--- src/dsc_pkg.sv ---
package dsc_pkg;

    // host port widths
    localparam int DATA_W = 8;
    localparam int ADDR_W = 2;

    // clock of this block
    localparam int CLK_PERIOD_NS = 100;

    // coincident strobe low time for a serial-part hard reset
    localparam int HARD_RESET_MIN_NS = 150;
    localparam int HARD_RESET_CYCLES =
        (HARD_RESET_MIN_NS + CLK_PERIOD_NS - 1) / CLK_PERIOD_NS;

    // longest serial clock phase; no edge for longer means halted
    localparam int SERIAL_PHASE_MAX_NS = 2000;
    localparam int SERIAL_HALT_CYCLES =
        SERIAL_PHASE_MAX_NS / CLK_PERIOD_NS + 1;

    // end-of-transfer qualifying width
    localparam int EOP_MIN_NS = 70;
    localparam int EOP_CYCLES =
        (EOP_MIN_NS + CLK_PERIOD_NS - 1) / CLK_PERIOD_NS;

    // arbitration window after busy goes false
    localparam int ARB_MIN_NS = 1200;
    localparam int ARB_MAX_NS = 2400;
    localparam int ARB_START_CYCLES =
        (ARB_MIN_NS + CLK_PERIOD_NS - 1) / CLK_PERIOD_NS;
    localparam int ARB_LATEST_CYCLES = ARB_MAX_NS / CLK_PERIOD_NS;

    // bus release limits; the block releases one cycle after the cause
    localparam int SEL_CLEAR_MAX_NS = 600;
    localparam int SEL_CLEAR_CYCLES = SEL_CLEAR_MAX_NS / CLK_PERIOD_NS;
    localparam int BSY_CLEAR_MAX_NS = 1100;
    localparam int BSY_CLEAR_CYCLES = BSY_CLEAR_MAX_NS / CLK_PERIOD_NS;
    localparam int RELEASE_CYCLES = 1;

    // counter widths
    localparam int CNT_W = 5;
    localparam logic [CNT_W-1:0] HALT_LIMIT = CNT_W'(SERIAL_HALT_CYCLES);
    localparam logic [CNT_W-1:0] ARB_LIMIT = CNT_W'(ARB_START_CYCLES - 1);

    // serial-part register reset values (index = address)
    localparam logic [DATA_W-1:0] SER_REG0_RST = 8'h00;
    localparam logic [DATA_W-1:0] SER_REG1_RST = 8'h00;
    localparam logic [DATA_W-1:0] SER_REG2_RST = 8'h00;
    localparam logic [DATA_W-1:0] SER_REG3_RST = 8'h00;
    localparam int SER_REG_NUM = 4;

    // scsi-part registers, cleared by scsi reset
    localparam logic [ADDR_W-1:0] SCSI_CTRL_OFS = 2'h0;
    localparam int SCSI_ARB_EN_BIT = 0;
    localparam logic [DATA_W-1:0] SCSI_REG_RST = 8'h00;

    typedef enum logic [1:0] {
        DSC_ARB_IDLE,
        DSC_ARB_WAIT,
        DSC_ARB_OWN
    } dsc_arb_state_t;

endpackage

--- src/dsc_hold_det.sv ---
// pulses once when cond has stood for HOLD consecutive cycles
module dsc_hold_det
    import dsc_pkg::*;
#(
    parameter int HOLD = 1
) (
    input  wire logic sys_clk,
    input  wire logic rstn,
    input  wire logic cond,
    output logic      hit
);

    logic [CNT_W-1:0] cnt;
    logic [CNT_W-1:0] next_cnt;
    wire              reached = (cnt == CNT_W'(HOLD - 1));

    // saturate after the hit so a long hold gives one pulse only
    assign next_cnt = !cond ? '0 :
                      (cnt == CNT_W'(HOLD)) ? cnt : cnt + CNT_W'(1);

    always_ff @(posedge sys_clk or negedge rstn) begin
        if (!rstn) begin
            cnt <= '0;
        end else begin
            cnt <= next_cnt;
        end
    end

    assign hit = cond && reached;

endmodule

--- src/dsc_sleep_ctrl.sv ---
module dsc_sleep_ctrl
    import dsc_pkg::*;
(
    input  wire logic              sys_clk,
    input  wire logic              rstn,
    input  wire logic              serial_clk,
    input  wire logic              rd_n,
    input  wire logic              wr_n,
    input  wire logic              serial_part_select_n,
    input  wire logic              scsi_part_select_n,
    input  wire logic [ADDR_W-1:0] addr,
    input  wire logic [DATA_W-1:0] data_in,
    output logic      [DATA_W-1:0] data_out,
    output logic                   data_oe,
    input  wire logic              soft_reset,
    input  wire logic              scsi_reset_n,
    input  wire logic              transfer_end_n,
    input  wire logic              dma_acknowledge_n,
    input  wire logic              scsi_bsy,
    input  wire logic              scsi_sel,
    output logic                   scsi_bus_drive,
    output logic                   arb_start,
    output logic                   transfer_end_seen,
    output logic                   serial_hard_reset,
    output logic                   serial_sleep,
    output logic                   scsi_sleep,
    output logic                   deep_sleep,
    output logic                   scsi_needs_program,
    output logic      [DATA_W-1:0] serial_mode
);

    // strobe edges and decode
    // a write is taken once per falling edge of the write strobe,
    // so a strobe held low for many cycles writes only once
    logic wr_q;
    wire  wr_fall   = wr_q && !wr_n;
    wire  both_low  = !rd_n && !wr_n;
    wire  ser_sel   = !serial_part_select_n;
    wire  scsi_sel_h = !scsi_part_select_n;

    // resets to the idle high level so no false fall follows reset
    always_ff @(posedge sys_clk or negedge rstn) begin
        if (!rstn) begin
            wr_q <= 1'b1;
        end else begin
            wr_q <= wr_n;
        end
    end

    // serial clock watch
    // the serial clock is sampled as a plain input; a phase longer
    // than the longest legal one means the host has stopped it
    // sclk_armed masks the first compare: the pin may rest high or low
    // when reset ends, and a reset-valued sample would fake an edge
    // and open the serial registers to writes while still halted
    logic             sclk_q;
    logic             sclk_armed;
    logic [CNT_W-1:0] idle_cnt;
    logic [CNT_W-1:0] next_idle_cnt;
    wire              sclk_edge = sclk_armed && (sclk_q != serial_clk);
    wire              sclk_halted = (idle_cnt == HALT_LIMIT);

    // count up to the limit and stay there until the next edge
    assign next_idle_cnt = sclk_edge ? '0 :
                           sclk_halted ? idle_cnt : idle_cnt + CNT_W'(1);

    // starts out halted: no clock has been seen since reset
    always_ff @(posedge sys_clk or negedge rstn) begin
        if (!rstn) begin
            sclk_q     <= 1'b0;
            sclk_armed <= 1'b0;
            idle_cnt   <= HALT_LIMIT;
        end else begin
            sclk_q     <= serial_clk;
            sclk_armed <= 1'b1;
            idle_cnt   <= next_idle_cnt;
        end
    end

    // serial hard reset
    // coincident strobes are the only pin reset of the serial part;
    // filtering to the minimum width keeps strobe overlap harmless
    logic strobe_reset_hit;

    dsc_hold_det #(
        .HOLD (HARD_RESET_CYCLES)
    ) u_hard_reset (
        .sys_clk (sys_clk),
        .rstn    (rstn),
        .cond    (both_low),
        .hit     (strobe_reset_hit)
    );

    // the software reset acts on every edge at which it stands high
    assign serial_hard_reset = strobe_reset_hit || soft_reset;

    // serial-part registers
    // no other reset touches these, so they ride through any sleep
    logic [DATA_W-1:0] ser_reg [SER_REG_NUM];
    wire  ser_write = wr_fall && ser_sel && rd_n
                      && !sclk_halted;

    // rstn is a test reset only; in use the part has no power-on reset
    always_ff @(posedge sys_clk or negedge rstn) begin
        if (!rstn) begin
            ser_reg[0] <= SER_REG0_RST;
            ser_reg[1] <= SER_REG1_RST;
            ser_reg[2] <= SER_REG2_RST;
            ser_reg[3] <= SER_REG3_RST;
        end else if (serial_hard_reset) begin
            ser_reg[0] <= SER_REG0_RST;
            ser_reg[1] <= SER_REG1_RST;
            ser_reg[2] <= SER_REG2_RST;
            ser_reg[3] <= SER_REG3_RST;
        end else if (ser_write) begin
            ser_reg[addr] <= data_in;
        end
    end

    assign serial_mode = ser_reg[0];

    // scsi-part registers
    // writes are taken on the strobe alone, never gated by the
    // serial clock; scsi reset wipes them at the next clock edge
    logic [DATA_W-1:0] scsi_reg [SER_REG_NUM];
    wire  scsi_write = wr_fall && scsi_sel_h && rd_n
                       && scsi_reset_n;

    always_ff @(posedge sys_clk or negedge rstn) begin
        if (!rstn) begin
            for (int i = 0; i < SER_REG_NUM; i++) begin
                scsi_reg[i] <= SCSI_REG_RST;
            end
        end else if (!scsi_reset_n) begin
            for (int i = 0; i < SER_REG_NUM; i++) begin
                scsi_reg[i] <= SCSI_REG_RST;
            end
        end else if (scsi_write) begin
            scsi_reg[addr] <= data_in;
        end
    end

    // flag left up from reset until software writes the scsi part
    // again; the set from reset wins over a clearing write
    always_ff @(posedge sys_clk or negedge rstn) begin
        if (!rstn) begin
            scsi_needs_program <= 1'b1;
        end else if (!scsi_reset_n) begin
            scsi_needs_program <= 1'b1;
        end else if (scsi_write) begin
            scsi_needs_program <= 1'b0;
        end
    end

    // sleep states
    // deep sleep is nothing more than both parts asleep at once
    assign serial_sleep = sclk_halted;
    assign scsi_sleep   = !scsi_reset_n;
    assign deep_sleep   = sclk_halted && !scsi_reset_n;

    // host read path
    // the bus is driven only for a selected read of an awake part;
    // a sleeping part never loads the data lines
    wire ser_rd_ok  = !rd_n && ser_sel && !sclk_halted;
    wire scsi_rd_ok = !rd_n && scsi_sel_h && scsi_reset_n;
    wire [DATA_W-1:0] rd_mux = ser_rd_ok ? ser_reg[addr] :
                               scsi_rd_ok ? scsi_reg[addr] : '0;

    // registered data; zero whenever no read is selected
    always_ff @(posedge sys_clk or negedge rstn) begin
        if (!rstn) begin
            data_out <= '0;
        end else begin
            data_out <= rd_mux;
        end
    end

    // one cycle behind the strobe so data is valid once enabled
    logic rd_active;

    always_ff @(posedge sys_clk or negedge rstn) begin
        if (!rstn) begin
            rd_active <= 1'b0;
        end else begin
            rd_active <= (ser_rd_ok || scsi_rd_ok) && !both_low;
        end
    end

    // the enable also drops at once when a part falls asleep in the
    // middle of a read, not one clock later
    assign data_oe = rd_active && (ser_rd_ok || scsi_rd_ok)
                     && !both_low;

    // end of transfer
    // end, write and acknowledge must stand together for the width
    logic eop_hit;
    wire  eop_cond = !transfer_end_n && !wr_n && !dma_acknowledge_n
                     && scsi_reset_n;

    dsc_hold_det #(
        .HOLD (EOP_CYCLES)
    ) u_eop (
        .sys_clk (sys_clk),
        .rstn    (rstn),
        .cond    (eop_cond),
        .hit     (eop_hit)
    );

    // registered so the pulse is one clean cycle per hold
    always_ff @(posedge sys_clk or negedge rstn) begin
        if (!rstn) begin
            transfer_end_seen <= 1'b0;
        end else begin
            transfer_end_seen <= eop_hit;
        end
    end

    // arbitration timing
    // this counter stands for the internal oscillator; it halts and
    // clears whenever the scsi reset pin is low
    dsc_arb_state_t   arb_state;
    dsc_arb_state_t   next_arb_state;
    logic [CNT_W-1:0] arb_cnt;
    logic             bsy_q;
    wire              bsy_fall = bsy_q && !scsi_bsy;
    wire              arb_en = scsi_reg[SCSI_CTRL_OFS][SCSI_ARB_EN_BIT];
    wire              arb_due = (arb_state == DSC_ARB_WAIT)
                                && (arb_cnt == ARB_LIMIT);

    // next state: idle, waiting out the delay, or owning the bus
    always_comb begin
        next_arb_state = arb_state;
        unique case (arb_state)
            DSC_ARB_IDLE: begin
                if (bsy_fall && arb_en) begin
                    next_arb_state = DSC_ARB_WAIT;
                end
            end
            DSC_ARB_WAIT: begin
                if (scsi_bsy || scsi_sel || !arb_en) begin
                    next_arb_state = DSC_ARB_IDLE;
                end else if (arb_due) begin
                    next_arb_state = DSC_ARB_OWN;
                end
            end
            DSC_ARB_OWN: begin
                // a foreign select or busy dropping frees the bus
                if (scsi_sel || bsy_fall || !arb_en) begin
                    next_arb_state = DSC_ARB_IDLE;
                end
            end
        endcase
    end

    // the reset pin clears the timer to zero and the state to idle
    always_ff @(posedge sys_clk or negedge rstn) begin
        if (!rstn) begin
            arb_state <= DSC_ARB_IDLE;
            arb_cnt   <= '0;
            bsy_q     <= 1'b0;
        end else if (!scsi_reset_n) begin
            arb_state <= DSC_ARB_IDLE;
            arb_cnt   <= '0;
            bsy_q     <= scsi_bsy;
        end else begin
            arb_state <= next_arb_state;
            arb_cnt   <= (arb_state == DSC_ARB_WAIT) ?
                         arb_cnt + CNT_W'(1) : '0;
            bsy_q     <= scsi_bsy;
        end
    end

    // registered so the release lands one clock after its cause,
    // well inside both release limits
    always_ff @(posedge sys_clk or negedge rstn) begin
        if (!rstn) begin
            scsi_bus_drive <= 1'b0;
            arb_start      <= 1'b0;
        end else begin
            scsi_bus_drive <= scsi_reset_n
                              && (next_arb_state == DSC_ARB_OWN);
            arb_start      <= scsi_reset_n && arb_due
                              && !scsi_bsy && !scsi_sel && arb_en;
        end
    end

endmodule

--- config.mk ---
export PLATFORM = sky130hd
export DESIGN_NAME = dsc_sleep_ctrl
export DESIGN_NICKNAME = d
export VERILOG_FILES = /design/src/dsc_pkg.sv /design/src/dsc_hold_det.sv /design/src/dsc_sleep_ctrl.sv
export SDC_FILE = /design/constraint.sdc
export NUM_CORES = 1
export LEC_CHECK = 0
export ABC_AREA = 1
export BUFFER_PORTS_ARGS = -buffer_cell sky130_fd_sc_hd__buf_4
export CORE_MARGIN = 5
export CORE_UTILIZATION = 54
export DETAILED_ROUTE_END_ITERATION = 8
export HOLD_SLACK_MARGIN = 0.02
export PLACE_DENSITY = 0.76
export REMOVE_ABC_BUFFERS = 1
export SLEW_MARGIN = 0
export SYNTH_ARGS = -nofsm -noshare
export SYNTH_HDL_FRONTEND = slang
export SYNTH_SLANG_ARGS = --single-unit
--- constraint.sdc ---
create_clock -name sys_clk -period 1.85 [get_ports sys_clk]
set_input_delay 0.37 -clock sys_clk [delete_from_list [all_inputs] [get_ports sys_clk]]
set_output_delay 0.37 -clock sys_clk [all_outputs]
set_load 0.05 [all_outputs]
* Word level (Yosys, flattened, before mapping)
Index checks and enable logic that the tools add are counted.
** Storage, ports and cells
- Bits of input ports :: 23
- Output and inout port bits :: 25
- Logic and storage cells :: 127
- Register bits :: 103
** Operators by class
- Order comparisons :: 2
- Bitwise gates (word level) :: 1
- Reductions and logical operators :: 52
- Eq/ne operators :: 13
- Muxes and demuxes :: 32
- $add $sub $neg :: 4
** Operators with widths (number)
- $mux 32 :: 4
- $bwmux 32 :: 2
- $mux 8 :: 7
- $mux 5 :: 8
- $bmux 8 s2 :: 2
- $logic_and 1x1->1 :: 31
- $add 5x1->5 const B :: 4
- $demux 8 s2 :: 1
- $logic_not 1->1 :: 12
- $eq 5x1->1 const B :: 2
- $mux 2 :: 5
- $logic_or 1x1->1 :: 6
- $ne 2x2->1 const B :: 3
- $pmux 2 s3 :: 1
- $eq 5x2->1 const B :: 1
- $eq 5x4->1 const B :: 1
- $eq 5x5->1 const B :: 1
- $logic_not 5->1 :: 1
- $eq 2x2->1 const B :: 2
- $ge 3x3->1 const B :: 1
- $lt 3x1->1 const B :: 1
- $not 2->3 :: 1
- $eq 2x1->1 const B :: 1
- $logic_not 2->1 :: 1
- other kinds (4) :: 5

* Longest topological paths before layout
- Word-level depth :: 8
- Gate-level depth with buffers :: 9
- Mapped depth without buffers :: 9

* Cells and area by module
From an unflattened synthesis, not the netlist that was laid out.
** Unflattened totals
- Cells, all modules :: 649
- Area, all modules :: 5086.1 um^2
** Modules (own cells, without submodules)
- dsc_sleep_ctrl :: times used 1, cells each 572, seq. area each 2333.5 um^2, area an instance 4484.3 um^2
- dsc_hold_det at u_hard_reset :: times used 1, cells each 39, seq. area each 125.1 um^2, area an instance 302.8 um^2
- dsc_hold_det at u_eop :: times used 1, cells each 38, seq. area each 125.1 um^2, area an instance 299.0 um^2

* Worst setup path after synthesis
OpenSTA, ideal clock, no wires.
- Path type :: register -> output
- Start point :: reg idle_cnt[0]
- End point :: out deep_sleep
- Arrival time :: 2.068 ns
- Stages on the path, launching flop included :: 6
- Setup slack :: -0.588 ns
- Path buffers :: 0
- Path through :: dfstp_2 > ha_1 > nand2_1 > nor2_8 > inv_1 > nor2_1
** On the way
- Cells in the longest elaborated chain, start to end :: 2
** Ends and longest elaborated chain
- start: declaration :: line dsc_sleep_ctrl.sv:58 : logic [CNT_W-1:0] idle_cnt;
- start signal: assignment :: line dsc_sleep_ctrl.sv:76 : idle_cnt <= next_idle_cnt;
- $eq 5x5->1 :: line dsc_sleep_ctrl.sv:61 : wire sclk_halted = (idle_cnt == HALT_LIMIT);
- named net serial_sleep :: line dsc_sleep_ctrl.sv:25 : output logic serial_sleep,
- $logic_and 1x1->1 :: line dsc_sleep_ctrl.sv:159 : assign deep_sleep = sclk_halted && !scsi_reset_n;
- end: declaration :: line dsc_sleep_ctrl.sv:27 : output logic deep_sleep,
The timed path passes the listed nets, and every way through them passes these cells.

* Worst setup path in the final report
- Start point :: reg idle_cnt[0]
- End point :: out data_oe
** On the way
- Cells in the longest elaborated chain, start to end :: 6
** Ends and longest elaborated chain
- $eq 5x5->1 :: line dsc_sleep_ctrl.sv:61
- $logic_not 1->1 :: line dsc_sleep_ctrl.sv:164 : wire ser_rd_ok = !rd_n && ser_sel && !sclk_halted;
- $logic_and 1x1->1 :: line dsc_sleep_ctrl.sv:164
- $logic_or 1x1->1 :: line dsc_sleep_ctrl.sv:191 : assign data_oe = rd_active && (ser_rd_ok || scsi_rd_ok)
- $logic_and 1x1->1 :: line dsc_sleep_ctrl.sv:191
- $logic_and 1x1->1 :: line dsc_sleep_ctrl.sv:192 : && !both_low;
- end: declaration :: line dsc_sleep_ctrl.sv:14 : output logic data_oe,
No other way between the ends.

==> results.cfg <==
[drt]
drt_iter0_drc = 492
avgRoutedWirePerCell_um = 16.4
post-route-drc-count = 0
firstDrtPassIters = 5
vias = 4791
wl_um = 14200
ant_nets = 0
detail_route.vias_per_cell = 5.55

[synthesis]
synth_top_area_frac = 0.469
synth_area_leaders = dfrtp_1 47%, nand2_1 14%, nand3_1 10%
yosys.area.top_type = dfrtp_1
syn_area_mm2 = 0.00522
avgSynthCellArea_um2 = 7.96
yosysWarnings = 0
synth_cells = 656
ys_ff_latch = 103
synth.distinct_cells = 31
seq_area_frac_synth = 0.495

[pwr]
power.density_mw_per_mm2 = 723
p_sw_mw = 1.21
combPwrFrac = 0.124
seqPwrFrac = 0.521
p_leak_nw = 3.23
switching_share = 0.268
ir_drop_v = 0.000475
power.total_mw = 4.51
p_int_mw = 3.30
power.share.clock = 0.355

[critical_path]
cp.buffers_inverters = 2
slowest_stage = dfstp_2
cp_common_cell = nand2_2
cp.required_ps = 1480
crit_chain = ha_4 > nand2_4 > nor2_8 > inv_2 > nand3_2 > nand2_2 > nand2_2 > nor2_2 > buf_6
startpoint_type = flip-flop
crit_family = flip-flops
critPathMaxFanout = 3
worstSetupEndpointType = primary output
cp_slowest_stage_delay_ps = 560
criticalPathCategory = reg -> out
cp.arrival_ps = 1640

[timing]
post-route-period-util = 1.08
hold_viol = 0
fin_ws_ps = -157
fin_hold_ws_ps = 112
slew_viol_final = 0
fmax_mhz = 498
period_minus_slack_ps = 2010
setup_violations = 3
rsz0062_at_grt = yes
clock_skew_ps = 18.8

[clock_tree]
worstSkewPairLatency_ps = 390
numCtsBuffers = 9
clock-sinks = 103
cts-htree-levels = 3
clkTransAtPathRegs_ps = 100
cts_buffer_depth = 2
cts_tree = done
root_buffer = clkbuf_8

[place]
dp.cells = 836
dpl_cell_area_mm2 = 0.00585
port_buffers = 47
dp_hpwl_um = 9840
gp_congestion = 0.904
pre_cts_ws_ps = 65.4

[finish]
area_growth_pct = 19.3
final_common_cell = nand2_1
layout-drive-gt1-share = 0.205
fin_cells = 864
final_cell_mix = 194 x nand2_1, 103 x nand3_1, 98 x dfrtp_1
fin_area_mm2 = 0.00623
nNetsFinal = 764
largest_reg_flops = 31
fill_cells = 803
antenna_cells = 0

[global_routing]
antenna_found_initial = 0
grt_overflow = 0
track_usage = 0.256
grt_pass1_wl_um = 23300
grt_max_degree = 45
grt_pass1_vias = 4777

[die]
fp-row-count = 35
die_w_um = 108
floorplan.initialDensity = 0.560
die_h_um = 108
ios = 48
die_area_mm2 = 0.0117
core_mm2 = 0.00933

[job]
maxCapViolCount = 0

[status]
status = finished, violations left
violations = negative setup slack

[worst_hold_path]
hold_path_class = in -> reg
## logic make-up (layout without fill, tap and decap cells)
logic type	Yosys count	in the layout	synth area share
simple gates	413	413	0.361
flops	103	103	0.495
buf+inv	88	167	0.0721
compound gates	34	34	0.0354
fa+ha+maj	11	11	0.0263
xor+xnor	6	6	0.0101
other cells	1	1	0.000718
## cell usage after synthesis, drive strengths merged
| cell type | n |
|---|---|
| a21oi | 4 |
| a31oi | 2 |
| and2 | 1 |
| and3 | 1 |
| buf | 19 |
| clkbuf | 5 |
| clkinv | 1 |
| conb | 1 |
| dfrtp | 98 |
| dfstp | 5 |
| ha | 11 |
| inv | 63 |
| nand2 | 200 |
| nand3 | 110 |
| nand4 | 16 |
| nor2 | 77 |
| nor3 | 8 |
| o21a | 2 |
| o21ai | 26 |
| xor2 | 6 |
## metrics by stage
step           TNS [ps]   util
2_1_floorplan    -41480      -
3_3_place_gp          0  0.627
3_5_place_dp          0  0.627
4_1_cts            -329  0.661
5_1_grt            -614  0.668
6_report           -383  0.668
## worst paths after layout
kind                                          from                  endpoint  slack [ps]  cells after the start
min in group asynchronous                     rstn  scsi_reg[27]$_DFFE_PN0P_         480                      2
hold reg to reg               arb_cnt[0]$_DFF_PN0_      arb_cnt[0]$_DFF_PN0_         470                      1
max in group asynchronous                     rstn            wr_q$_DFF_PN1_         720                      3
setup reg to reg                    wr_q$_DFF_PN1_   scsi_reg[2]$_DFFE_PN0P_          90                      6
setup / recovery           idle_cnt[0]$_DFFE_PN1P_                   data_oe        -160                      9
hold / removal                            scsi_bsy           bsy_q$_DFF_PN0_         110                      1
## worst reg2reg max path, cell delays in order (launching register included)
cell	delay (ps)
dfstp_2	540
inv_1	40
nor2_1	140
nand3_2	290
nor2_2	460
nand3_1	120
o21ai_0	100
## power groups by stage
stage          registers, mW  logic (mW)  clock network [mW]
4_1_cts                 2.34       0.530                1.62
3_5_place_dp            2.39       0.471                   0
3_3_place_gp            2.39       0.458                   0
5_1_grt                 2.35       0.612                1.71
6_report                2.35       0.559                1.60
2_1_floorplan           2.39       0.218                   0
## routing by layer
metal  GRT usage  wire length, µm  vias to the layer above  part of all wire
met2       0.418             6920                      222              0.49
met5           0                0                        -                 0
met3      0.0555             1050                       39             0.074
met4       0.110              429                        0             0.030
met1       0.330             5800                     2297              0.41
li1            -                -                     2233                 -
## layout make-up
cell class | instances | area (µm²) | share of cell area
multi-input combinational | 465 | 2320 | 0.373
inverter | 64 | 243 | 0.0389
timing repair buffer | 87 | 699 | 0.112
tap | 129 | 161 | 0.0259
clock inverter | 5 | 81.3 | 0.0130
clock buffer | 11 | 141 | 0.0227
sequential | 103 | 2580 | 0.414
## what timing repair did
item                       in CTS  in global routing
hold endpoints to repair       29                  0
hold buffers                    1                  0
setup buffers                   4                  7
setup endpoints to repair       4                 18
pin swaps                       5                  7
gates resized for setup        17                  5
Note: power is estimated with default switching activity, not from simulation.
